`src/design/wpfl_params.svh`:
```
// Contract
// - fast_quad_mode resets to one, active
// - lock_scheme_select picks range or individual locks
// - Reset sets every individual lock bit
// - Write-class frames must end on byte boundary
// - Nothing acts while power-on reset asserted
// - Write-class commands rejected during power-up delay
// - write_latch clear after power-up
// - Write-class commands need write_latch set
// - Finished operation clears write_latch
// - Deep sleep ignores all but wake_command
// - Status write updates range and lock fields
// - write_guard_pin joins lock_method_bits for status
// - Lock-down until reset; one-time lock permanent
// - Block codes protect 2 to 64 blocks
// - Code 000 none, 111 whole array
// - Fine grain codes protect 4 to 32 kB
// - complement inverts the protected region
// - Refuse operations touching protected addresses
// - Method 01 locks status while pin low; code locks only while QE bit is clear
`ifndef WPFL_PARAMS_SVH
`define WPFL_PARAMS_SVH

`define WPFL_OP_WREN 8'h06
`define WPFL_OP_WREN_VOL 8'h50
`define WPFL_OP_WRDI 8'h04
`define WPFL_OP_WRSR 8'h01
`define WPFL_OP_PP 8'h02
`define WPFL_OP_SE 8'h20
`define WPFL_OP_BE32 8'h52
`define WPFL_OP_BE 8'hd8
`define WPFL_OP_CE 8'hc7
`define WPFL_OP_CE_ALT 8'h60
`define WPFL_OP_DP 8'hb9
`define WPFL_OP_WAKE 8'hab
`define WPFL_OP_RST_EN 8'h66
`define WPFL_OP_RST 8'h99

`define WPFL_KIND_NONE 3'h0
`define WPFL_KIND_PP 3'h1
`define WPFL_KIND_SE 3'h2
`define WPFL_KIND_BE32 3'h3
`define WPFL_KIND_BE 3'h4
`define WPFL_KIND_CE 3'h5
`define WPFL_KIND_WRSR 3'h6

`define WPFL_REG_STATUS 4'h0
`define WPFL_REG_STATE 4'h1
`define WPFL_REG_LOCK 4'h2

`define WPFL_SR1_RST 8'h00
`define WPFL_SR2_RST 8'h00
`define WPFL_SR3_RST 8'h10

`define WPFL_SR1_BP_LSB 2
`define WPFL_SR1_TB 5
`define WPFL_SR1_SEC 6
`define WPFL_SR1_SRP0 7
`define WPFL_SR2_SRP1 0
`define WPFL_SR2_QE 1
`define WPFL_SR2_CMP 6
`define WPFL_SR2_LB_MASK 8'h3c
`define WPFL_SR3_WPS 2
`define WPFL_SR3_HFQ 4

`define WPFL_SECTORS 12'h800
`define WPFL_BLOCK_SECT 12'h010
`define WPFL_BLOCKS 128

`define WPFL_CLK_MHZ 250
`define WPFL_TPUW_US 1000
`define WPFL_BUSY_CYCLES 64

`endif

```
`src/design/wpfl_pkg.sv`:
```
`default_nettype none
package wpfl_pkg;

    typedef enum logic [2:0] {
        WPFL_IDLE = 3'b001,
        WPFL_BUSY = 3'b010,
        WPFL_DEEP = 3'b100
    } wpfl_mode_t;

    typedef struct packed {
        logic [2:0] sclk_sync;
        logic [2:0] cs_sync;
        logic [1:0] di_sync;
        logic [7:0] shift;
        logic [2:0] bit_cnt;
        logic in_frame;
        logic frame_start;
        logic frame_end;
        logic frame_aligned;
        logic byte_valid;
        logic [7:0] byte_data;
    } wpfl_rx_state_t;

    typedef struct packed {
        wpfl_mode_t mode;
        logic [1:0] wp_sync;
        logic [7:0] sr1;
        logic [7:0] sr2;
        logic [7:0] sr3;
        logic write_latch;
        logic [31:0] puw_cnt;
        logic [15:0] busy_cnt;
        logic [2:0] byte_cnt;
        logic [7:0] opcode;
        logic [23:0] addr;
        logic [7:0] new_sr1;
        logic [7:0] new_sr2;
        logic [7:0] new_sr3;
        logic rst_armed;
        logic [127:0] locks;
        logic [6:0] lock_idx;
        logic [31:0] rdata;
        logic op_start;
        logic [2:0] op_kind;
        logic [23:0] op_addr;
        logic refused;
        logic last_refused;
    } wpfl_core_state_t;

endpackage : wpfl_pkg
`default_nettype wire

```
`src/design/wpfl_core_if.sv`:
```
`timescale 1ns/1ns
`default_nettype none
interface wpfl_core_if;
    logic frame_start;
    logic frame_end;
    logic frame_aligned;
    logic byte_valid;
    logic [7:0] byte_data;
    logic cmp;
    logic sec;
    logic tb;
    logic lock_scheme_select;
    logic [2:0] bp;
    logic [127:0] locks;
    logic [10:0] req_lo;
    logic [10:0] req_hi;
    logic hit;

    modport rx (
        output frame_start, frame_end, frame_aligned, byte_valid, byte_data
    );
    modport dec (
        input cmp, sec, tb, lock_scheme_select, bp, locks, req_lo, req_hi,
        output hit
    );
    modport core (
        input frame_start, frame_end, frame_aligned, byte_valid, byte_data,
        input hit,
        output cmp, sec, tb, lock_scheme_select, bp, locks, req_lo, req_hi
    );
endinterface : wpfl_core_if
`default_nettype wire

```
`src/design/wpfl_spi_rx.sv`:
```
`timescale 1ns/1ns
`default_nettype none
module wpfl_spi_rx (
    input wire logic ref_clk_in,
    input wire logic reset_n_in,
    input wire logic spi_clk_in,
    input wire logic spi_cs_n_in,
    input wire logic spi_di_in,
    wpfl_core_if.rx link
);
    wpfl_pkg::wpfl_rx_state_t s_reg;
    wpfl_pkg::wpfl_rx_state_t s_next;

    logic sclk_rise;
    logic cs_fall;
    logic cs_rise;

    always_comb begin
        s_next = s_reg;
        s_next.frame_start = 1'b0;
        s_next.frame_end = 1'b0;
        s_next.byte_valid = 1'b0;
        s_next.sclk_sync = {s_reg.sclk_sync[1:0], spi_clk_in};
        s_next.cs_sync = {s_reg.cs_sync[1:0], spi_cs_n_in};
        s_next.di_sync = {s_reg.di_sync[0], spi_di_in};
        sclk_rise = s_reg.sclk_sync[1] & ~s_reg.sclk_sync[2];
        cs_fall = s_reg.cs_sync[2] & ~s_reg.cs_sync[1];
        cs_rise = ~s_reg.cs_sync[2] & s_reg.cs_sync[1];
        if (cs_fall) begin
            s_next.in_frame = 1'b1;
            s_next.bit_cnt = 3'h0;
            s_next.frame_start = 1'b1;
        end else if (cs_rise && s_reg.in_frame) begin
            s_next.in_frame = 1'b0;
            s_next.frame_end = 1'b1;
            s_next.frame_aligned = (s_reg.bit_cnt == 3'h0);
        end else if (s_reg.in_frame && !s_reg.cs_sync[1] && sclk_rise) begin
            s_next.shift = {s_reg.shift[6:0], s_reg.di_sync[1]};
            s_next.bit_cnt = s_reg.bit_cnt + 3'h1;
            if (s_reg.bit_cnt == 3'h7) begin
                s_next.byte_valid = 1'b1;
                s_next.byte_data = {s_reg.shift[6:0], s_reg.di_sync[1]};
            end
        end
    end

    always_ff @(posedge ref_clk_in) begin
        if (!reset_n_in) begin
            s_reg <= '0;
            s_reg.cs_sync <= 3'h7;
        end else begin
            s_reg <= s_next;
        end
    end

    assign link.frame_start = s_reg.frame_start;
    assign link.frame_end = s_reg.frame_end;
    assign link.frame_aligned = s_reg.frame_aligned;
    assign link.byte_valid = s_reg.byte_valid;
    assign link.byte_data = s_reg.byte_data;
endmodule : wpfl_spi_rx
`default_nettype wire

```
`src/design/wpfl_range_check.sv`:
```
`timescale 1ns/1ns
`default_nettype none
`include "wpfl_params.svh"
module wpfl_range_check (
    wpfl_core_if.dec prot
);
    // Size of the protected region in 4 kB sectors
    function automatic logic [11:0] wpfl_span(input logic sec,
                                             input logic [2:0] bp);
        logic [11:0] n;
        n = 12'h000;
        if (bp == 3'h7) begin
            n = `WPFL_SECTORS;
        end else if (bp != 3'h0 && !sec) begin
            n = 12'(`WPFL_BLOCK_SECT << bp);
        end else if (bp != 3'h0) begin
            n = (bp >= 3'h4) ? 12'h008 : 12'(12'h001 << (bp - 3'h1));
        end
        return n;
    endfunction : wpfl_span

    logic [11:0] n;
    logic [11:0] lo;
    logic [11:0] hi;
    logic [11:0] rlo;
    logic [11:0] rhi;
    logic range_hit;
    logic lock_hit;

    always_comb begin
        n = wpfl_span(prot.sec, prot.bp);
        lo = prot.tb ? 12'h000 : (`WPFL_SECTORS - n);
        hi = prot.tb ? (n - 12'h001) : (`WPFL_SECTORS - 12'h001);
        rlo = {1'b0, prot.req_lo};
        rhi = {1'b0, prot.req_hi};
        if (!prot.cmp) begin
            range_hit = (n != 12'h000) && (rlo <= hi) && (rhi >= lo);
        end else begin
            range_hit = (n == 12'h000) || (rlo < lo) || (rhi > hi);
        end
        lock_hit = 1'b0;
        for (int i = 0; i < `WPFL_BLOCKS; i++) begin
            if (prot.locks[i] && (7'(i) >= prot.req_lo[10:4])
                && (7'(i) <= prot.req_hi[10:4])) begin
                lock_hit = 1'b1;
            end
        end
    end

    assign prot.hit = prot.lock_scheme_select ? lock_hit : range_hit;
endmodule : wpfl_range_check
`default_nettype wire

```
`src/design/serial_flash_write_protect.sv`:
```
`timescale 1ns/1ns
`default_nettype none
`include "wpfl_params.svh"
module serial_flash_write_protect #(
    parameter int unsigned PUW_CYCLES = `WPFL_TPUW_US * `WPFL_CLK_MHZ,
    parameter int unsigned BUSY_CYCLES = `WPFL_BUSY_CYCLES
) (
    input wire logic ref_clk_in,
    input wire logic reset_n_in,
    input wire logic spi_clk_in,
    input wire logic spi_cs_n_in,
    input wire logic spi_di_in,
    input wire logic write_guard_pin_n_in,
    input wire logic [3:0] reg_addr_in,
    input wire logic [31:0] reg_wdata_in,
    input wire logic reg_wr_in,
    input wire logic reg_rd_in,
    output logic [31:0] reg_rdata_out,
    output logic busy_out,
    output logic write_latch_out,
    output logic deep_sleep_state_out,
    output logic fast_quad_mode_out,
    output logic op_start_out,
    output logic [2:0] op_kind_out,
    output logic [23:0] op_addr_out,
    output logic cmd_refused_out
);
    wpfl_core_if core_bus ();

    wpfl_pkg::wpfl_core_state_t s_reg;
    wpfl_pkg::wpfl_core_state_t s_next;

    logic puw_done;
    logic sr_locked;
    logic is_erase_prog;
    logic enough_bytes;
    logic [2:0] kind;
    logic [10:0] sect;

    wpfl_spi_rx u_rx (
        .ref_clk_in(ref_clk_in),
        .reset_n_in(reset_n_in),
        .spi_clk_in(spi_clk_in),
        .spi_cs_n_in(spi_cs_n_in),
        .spi_di_in(spi_di_in),
        .link(core_bus.rx)
    );

    wpfl_range_check u_range (
        .prot(core_bus.dec)
    );

    // Opcode to operation kind; none for anything not program/erase
    function automatic logic [2:0] wpfl_kind(input logic [7:0] op);
        logic [2:0] k;
        k = `WPFL_KIND_NONE;
        case (op)
            `WPFL_OP_PP: k = `WPFL_KIND_PP;
            `WPFL_OP_SE: k = `WPFL_KIND_SE;
            `WPFL_OP_BE32: k = `WPFL_KIND_BE32;
            `WPFL_OP_BE: k = `WPFL_KIND_BE;
            `WPFL_OP_CE: k = `WPFL_KIND_CE;
            `WPFL_OP_CE_ALT: k = `WPFL_KIND_CE;
            default: k = `WPFL_KIND_NONE;
        endcase
        return k;
    endfunction : wpfl_kind

    assign core_bus.cmp = s_reg.sr2[`WPFL_SR2_CMP];
    assign core_bus.sec = s_reg.sr1[`WPFL_SR1_SEC];
    assign core_bus.tb = s_reg.sr1[`WPFL_SR1_TB];
    assign core_bus.bp = s_reg.sr1[`WPFL_SR1_BP_LSB +: 3];
    assign core_bus.lock_scheme_select = s_reg.sr3[`WPFL_SR3_WPS];
    assign core_bus.locks = s_reg.locks;

    // requested sector span from held opcode and address
    always_comb begin
        kind = wpfl_kind(s_reg.opcode);
        sect = s_reg.addr[22:12];
        core_bus.req_lo = sect;
        core_bus.req_hi = sect;
        case (kind)
            `WPFL_KIND_BE32: begin
                core_bus.req_lo = {sect[10:3], 3'h0};
                core_bus.req_hi = {sect[10:3], 3'h7};
            end
            `WPFL_KIND_BE: begin
                core_bus.req_lo = {sect[10:4], 4'h0};
                core_bus.req_hi = {sect[10:4], 4'hf};
            end
            `WPFL_KIND_CE: begin
                core_bus.req_lo = 11'h000;
                core_bus.req_hi = 11'h7ff;
            end
            default: begin
                core_bus.req_lo = sect;
                core_bus.req_hi = sect;
            end
        endcase
    end

    always_comb begin
        s_next = s_reg;
        s_next.op_start = 1'b0;
        s_next.refused = 1'b0;
        s_next.rdata = 32'h0000_0000;
        s_next.wp_sync = {s_reg.wp_sync[0], write_guard_pin_n_in};

        puw_done = (s_reg.puw_cnt == 32'(PUW_CYCLES));
        if (!puw_done) begin
            s_next.puw_cnt = s_reg.puw_cnt + 32'h1;
        end

        // status lock from pin and method bits
        sr_locked = s_reg.sr2[`WPFL_SR2_SRP1]
            | (s_reg.sr1[`WPFL_SR1_SRP0] & ~s_reg.sr2[`WPFL_SR2_QE]
               & ~s_reg.wp_sync[1]);

        is_erase_prog = (kind != `WPFL_KIND_NONE);
        enough_bytes = (kind == `WPFL_KIND_CE) || (s_reg.byte_cnt >= 3'h4);

        if (reg_rd_in) begin
            case (reg_addr_in)
                `WPFL_REG_STATUS: begin
                    s_next.rdata = {8'h00, s_reg.sr3, s_reg.sr2,
                        s_reg.sr1[7:2], s_reg.write_latch,
                        (s_reg.mode == wpfl_pkg::WPFL_BUSY)};
                end
                `WPFL_REG_STATE: begin
                    s_next.rdata = {25'h0, s_reg.last_refused,
                        s_reg.rst_armed, puw_done,
                        (s_reg.mode == wpfl_pkg::WPFL_DEEP),
                        sr_locked, s_reg.write_latch,
                        (s_reg.mode == wpfl_pkg::WPFL_BUSY)};
                end
                `WPFL_REG_LOCK: begin
                    s_next.rdata = {23'h0, s_reg.locks[s_reg.lock_idx],
                        1'b0, s_reg.lock_idx};
                end
                default: begin
                    s_next.rdata = 32'h0000_0000;
                end
            endcase
        end
        // Software sets or clears one block lock; bit 8 is the value
        if (reg_wr_in && reg_addr_in == `WPFL_REG_LOCK) begin
            s_next.lock_idx = reg_wdata_in[6:0];
            s_next.locks[reg_wdata_in[6:0]] = reg_wdata_in[8];
        end

        if (core_bus.frame_start) begin
            s_next.byte_cnt = 3'h0;
        end
        if (core_bus.byte_valid) begin
            case (s_reg.byte_cnt)
                3'h0: s_next.opcode = core_bus.byte_data;
                3'h1: begin
                    s_next.addr[23:16] = core_bus.byte_data;
                    s_next.new_sr1 = core_bus.byte_data;
                end
                3'h2: begin
                    s_next.addr[15:8] = core_bus.byte_data;
                    s_next.new_sr2 = core_bus.byte_data;
                end
                3'h3: begin
                    s_next.addr[7:0] = core_bus.byte_data;
                    s_next.new_sr3 = core_bus.byte_data;
                end
                default: begin
                end
            endcase
            if (s_reg.byte_cnt != 3'h7) begin
                s_next.byte_cnt = s_reg.byte_cnt + 3'h1;
            end
        end

        if (core_bus.frame_end && core_bus.frame_aligned
            && s_reg.byte_cnt != 3'h0) begin
            case (s_reg.mode)
                wpfl_pkg::WPFL_DEEP: begin
                    // only the wake command is heard
                    if (s_reg.opcode == `WPFL_OP_WAKE) begin
                        s_next.mode = wpfl_pkg::WPFL_IDLE;
                    end
                end
                wpfl_pkg::WPFL_BUSY: begin
                end
                wpfl_pkg::WPFL_IDLE: begin
                    s_next.rst_armed = (s_reg.opcode == `WPFL_OP_RST_EN);
                    if (is_erase_prog) begin
                        if (!enough_bytes) begin
                        end else if (!puw_done || !s_reg.write_latch
                                     || core_bus.hit) begin
                            s_next.refused = 1'b1;
                            s_next.last_refused = 1'b1;
                        end else begin
                            s_next.mode = wpfl_pkg::WPFL_BUSY;
                            s_next.busy_cnt = 16'h0000;
                            s_next.op_start = 1'b1;
                            s_next.op_kind = kind;
                            s_next.op_addr = s_reg.addr;
                            s_next.last_refused = 1'b0;
                        end
                    end
                    case (s_reg.opcode)
                        `WPFL_OP_WREN, `WPFL_OP_WREN_VOL: begin
                            if (puw_done) begin
                                s_next.write_latch = 1'b1;
                            end else begin
                                s_next.refused = 1'b1;
                                s_next.last_refused = 1'b1;
                            end
                        end
                        `WPFL_OP_WRDI: begin
                            s_next.write_latch = 1'b0;
                        end
                        `WPFL_OP_WRSR: begin
                            if (!puw_done || !s_reg.write_latch || sr_locked) begin
                                s_next.refused = 1'b1;
                                s_next.last_refused = 1'b1;
                            end else if (s_reg.byte_cnt >= 3'h2) begin
                                // busy and latch bits not stored
                                s_next.sr1 = {s_reg.new_sr1[7:2], 2'b00};
                                if (s_reg.byte_cnt >= 3'h3) begin
                                    // One-time lock bits only ever set
                                    s_next.sr2 = (s_reg.new_sr2
                                        & ~`WPFL_SR2_LB_MASK)
                                        | ((s_reg.sr2 | s_reg.new_sr2)
                                        & `WPFL_SR2_LB_MASK);
                                end
                                if (s_reg.byte_cnt >= 3'h4) begin
                                    s_next.sr3 = s_reg.new_sr3;
                                end
                                s_next.mode = wpfl_pkg::WPFL_BUSY;
                                s_next.busy_cnt = 16'h0000;
                                s_next.op_start = 1'b1;
                                s_next.op_kind = `WPFL_KIND_WRSR;
                                s_next.op_addr = 24'h000000;
                                s_next.last_refused = 1'b0;
                            end
                        end
                        `WPFL_OP_DP: begin
                            s_next.mode = wpfl_pkg::WPFL_DEEP;
                        end
                        `WPFL_OP_RST: begin
                            if (s_reg.rst_armed) begin
                                s_next.write_latch = 1'b0;
                                s_next.locks = '1;
                                if (s_reg.sr2[`WPFL_SR2_SRP1]
                                    && !s_reg.sr1[`WPFL_SR1_SRP0]) begin
                                    s_next.sr2[`WPFL_SR2_SRP1] = 1'b0;
                                end
                            end
                        end
                        default: begin
                        end
                    endcase
                end
                default: begin
                    s_next.mode = wpfl_pkg::WPFL_IDLE;
                end
            endcase
        end

        if (s_reg.mode == wpfl_pkg::WPFL_BUSY) begin
            s_next.busy_cnt = s_reg.busy_cnt + 16'h0001;
            if (s_reg.busy_cnt == 16'(BUSY_CYCLES - 1)) begin
                s_next.mode = wpfl_pkg::WPFL_IDLE;
                s_next.write_latch = 1'b0;
            end
        end
    end

    always_ff @(posedge ref_clk_in) begin
        if (!reset_n_in) begin
            s_reg <= '0;
            s_reg.mode <= wpfl_pkg::WPFL_IDLE;
            s_reg.write_latch <= 1'b0;
            s_reg.sr1 <= `WPFL_SR1_RST;
            s_reg.sr2 <= `WPFL_SR2_RST;
            s_reg.sr3 <= `WPFL_SR3_RST;
            s_reg.locks <= '1;
            s_reg.wp_sync <= 2'b11;
        end else begin
            s_reg <= s_next;
        end
    end

    assign reg_rdata_out = s_reg.rdata;
    assign busy_out = s_reg.mode[1];
    assign write_latch_out = s_reg.write_latch;
    assign deep_sleep_state_out = s_reg.mode[2];
    assign fast_quad_mode_out = s_reg.sr3[`WPFL_SR3_HFQ];
    assign op_start_out = s_reg.op_start;
    assign op_kind_out = s_reg.op_kind;
    assign op_addr_out = s_reg.op_addr;
    assign cmd_refused_out = s_reg.refused;
endmodule : serial_flash_write_protect
`default_nettype wire

```
`config.mk`:
```
export PLATFORM = sky130hd
export DESIGN_NAME = serial_flash_write_protect
export DESIGN_NICKNAME = d
export VERILOG_FILES = /design/src/design/wpfl_pkg.sv /design/src/design/wpfl_core_if.sv /design/src/design/wpfl_spi_rx.sv /design/src/design/wpfl_range_check.sv /design/src/design/serial_flash_write_protect.sv
export VERILOG_INCLUDE_DIRS = /design/src /design/src/design
export SDC_FILE = /design/constraint.sdc
export NUM_CORES = 1
export LEC_CHECK = 0
export BUFFER_PORTS_ARGS = -buffer_cell sky130_fd_sc_hd__buf_2
export CAP_MARGIN = 20
export CORE_UTILIZATION = 55
export CTS_CLUSTER_DIAMETER = 150
export DETAILED_ROUTE_END_ITERATION = 8
export PLACE_DENSITY = 0.73
export SKIP_CTS_REPAIR_TIMING = 1
export SLEW_MARGIN = 20
export SYNTH_ARGS = -nofsm -noshare
export SYNTH_HDL_FRONTEND = slang
export SYNTH_HIERARCHICAL = 1
export SYNTH_SLANG_ARGS = --single-unit
```
`constraint.sdc`:
```
create_clock -name ref_clk_in -period 6.4 [get_ports ref_clk_in]
set_input_delay 1.28 -clock ref_clk_in [delete_from_list [all_inputs] [get_ports ref_clk_in]]
set_output_delay 1.28 -clock ref_clk_in [all_outputs]
set_load 0.01 [all_outputs]
```
==> impl_metrics.toml <==
[routing]
drt_first_pass_iters = 6
drtIter0Drc = 2532
drt_wl_total_mm = 71.23
antenna_left = 0
wl_per_cell_um = 26.47
drc = 0
via_per_inst = 7.026
num_vias = 18910

[synthesis]
synth_xor_area_frac = 0.01603
ys_types = 95
synth_top_family_by_area = "compound AO/OA/AOI/OAI gates"
synthFlopType = "dfxtp_1"
ys_ff_latch = 332
synth-simple-area-share = 0.2029
yosys-mux-area-fraction = 0.06773
synth_fa_ha_area_frac = 0.03665
synth_compound_area_frac = 0.2546
syn_area_mm2 = 0.01912
seq_area_frac_synth = 0.3476
synth_edf_count = 0
avgSynthCellArea_um2 = 8.408
synth_warnings = 6
synthCells = 2274
async_flop_share = 0

[pwr]
power_switching_mw = 0.9885
pwr-share-seq = 0.491
ir_drop_v = 0.0002486
p_clk_frac = 0.480
combinationalPowerShare = 0.028
leakage_nw = 7.553
sw_frac_of_total = 0.2311
powerDensity_mw_per_mm2 = 207.0
intPower_mw = 3.288

[clock_tree]
clk_pin_slew_worst_paths_ns = 0.06
clock_latency_ns = 0.57
cts.sinks = 332
cts_root_buffer = "clkbuf_16"
ctsLongestPathBuffers = 3
htreeDepth = 2
tritoncts = "yes"
cts_buffers = 36

[place]
numPortBuffers = 76
hpwlAfterDp_mm = 52.33
gp_congestion = 1.113

[timing]
fin_crit_sh = 0.9416
fin_hold_ws_ns = 0.4140
worst_pin_slew_ns = 1.055
skew_ns = 0.03199
slew_headroom = 0.2934
finalCriticalPeriod_ns = 6.027
fmax_ghz = 0.1659
slew_viol_final = 0
finalSetupTns_ns = 0
rsz0062_at_grt = "false"
setup_violations = 0
finalHoldViolCount = 0

[floorplan]
num_rows = 67
die_h_um = 188.5
start_util = 0.5645
die_area_mm2 = 0.03551
coreArea_mm2 = 0.03387
num_io_pins = 109
die_w_um = 188.5

[finish]
diodes = 0
n_fill_cell = 2996
drive_above_1_share = 0.1360
largest_reg_flops = 128
fin_nets = 2320
area_growth_pct = 8.023

[worst_setup_path]
worst_setup_path_start_kind = "flip-flop"
cp_max_fo = 19
crit_chain = "nand4bb_1, or4_1, a21oi_2, or2_2, buf_4, or3_1, a311oi_1, o22ai_1, a211oi_1, o22ai_1, a2111oi_0, and4_1, a41oi_1, nand2b_1, o21bai_2, a211oi_1, buf_4, nor3_1, a211o_1"
cp-end-kind = "flip-flop"
slowest_delay_ns = 0.56
criticalPathCategory = "reg -> reg"
cp_slowest_cell = "or2_2"
required_ns = 6.84
arrival_ns = 6.47

[status]
outcome = "finished clean"

[global_routing]
grt_usage = 0.3924
grt_pass1_wl_mm = 106.5
grt_antenna_before_repair = 2
grt_pass1_vias = 17030
overflow = 0
grt_start_max_net_pins = 75

[worst_hold_path]
hp-class = "reg -> reg"

[job]
drv_cap = 0
==> metrics by stage <==
step                      cells  instance area [um2]  power (mW)  utilization  setup WS [ns]
after global routing       2691                20650       4.385       0.6098         0.1596
final                      2691                20650       4.276       0.6098         0.3735
after global placement     2630                19510       2.260       0.5760         0.5014
after CTS                  2691                20650       4.296       0.6097         0.4825
after detailed placement   2630                19510       2.264       0.5760         0.5448
after floorplan            2281                19150       2.227            -          1.815
==> routing by layer <==
layer / track usage / vias to the layer above / share of wire
met1: 0.5658 / 9140 / 0.43
li1: - / 8392 / -
met5: 0 / - / 0.00032
met2: 0.5460 / 1188 / 0.41
met4: 0.1632 / 4 / 0.040
met3: 0.1060 / 184 / 0.12
==> area by class of cell <==
type | count | area, um2 | area share
Inverter | 33 | 125.1 | 0.006058
Tap cell | 448 | 560.5 | 0.02714
Sequential cell | 332 | 6649 | 0.3219
Clock buffer | 48 | 985.9 | 0.04774
Timing Repair Buffer | 159 | 1054 | 0.05101
Clock inverter | 13 | 156.4 | 0.007573
Multi-Input combinational cell | 1658 | 11120 | 0.5386
==> cells in the final DEF (no fill, tap or decap), types with 48 or more instances in the layout <==
cell type  netlist  layout
dfxtp_1        332     330
o21ai_0        201     201
nand2_1        190     190
nor2_1         154     154
o311ai_0       126     126
a21oi_1        119     119
nand3_1        106     106
buf_4           70      79
buf_2           32      76
ha_1            56      56
mux2i_1         54      54
and2_1          48      48
==> cell usage after synthesis, types with 22 or more instances <==
cell,number,area share
buf_4,70,0.027
o2111ai_1,34,0.016
o21ai_0,201,0.053
and2_1,48,0.016
nand2_1,190,0.037
clkbuf_1,129,0.025
buf_2,32,0.0084
mux4_2,30,0.035
a21oi_1,119,0.031
nor3_1,38,0.0099
mux2i_1,54,0.028
nand2b_1,23,0.0075
nor2b_1,26,0.0085
xor2_1,22,0.010
buf_1,25,0.0049
nor2_1,154,0.030
o311ai_0,126,0.058
a22o_1,24,0.011
ha_1,56,0.037
dfxtp_1,332,0.35
nand3_1,106,0.028
nand4_1,34,0.011
inv_1,31,0.0061
o211ai_1,45,0.018
==> critical path: cells and delay by family, from the launching register on <==
family	cells	cell delay, ns
buffers and inverters	2	0.45
and+or+nand+nor	7	2.17
AOI/OAI and AO/OA	10	2.76
DFF	1	0.51
==> worst paths after layout <==
check | start | endpoint | slack (ns) | cells past startpoint
worst max-delay path | s_reg[250] | s_reg[267] | 0.37 | 19
worst min-delay path | s_next[331] | s_reg[331] | 0.41 | 1
worst max register to register | s_reg[250] | s_reg[267] | 0.37 | 19
worst min register to register | s_next[331] | s_reg[331] | 0.41 | 1
==> kinds of logic after synthesis <==
family | Yosys count
AO/OA/AOI/OAI | 715
XOR/XNOR | 35
adder cells (fa/ha/maj) | 56
buffers and inverters | 291
flip-flops | 332
multiplexers | 91
other | 1
AND/OR/NAND/NOR | 753
==> power by group through the flow <==
stage | Sequential, mW | Combinational, mW | Clock, mW
after floorplan | 2.14 | 0.0864 | 0
after global placement | 2.15 | 0.114 | 0
after detailed placement | 2.15 | 0.117 | 0
after CTS | 2.10 | 0.118 | 2.08
after global routing | 2.10 | 0.133 | 2.15
final | 2.10 | 0.121 | 2.05
(Power assumes the default switching activity.)
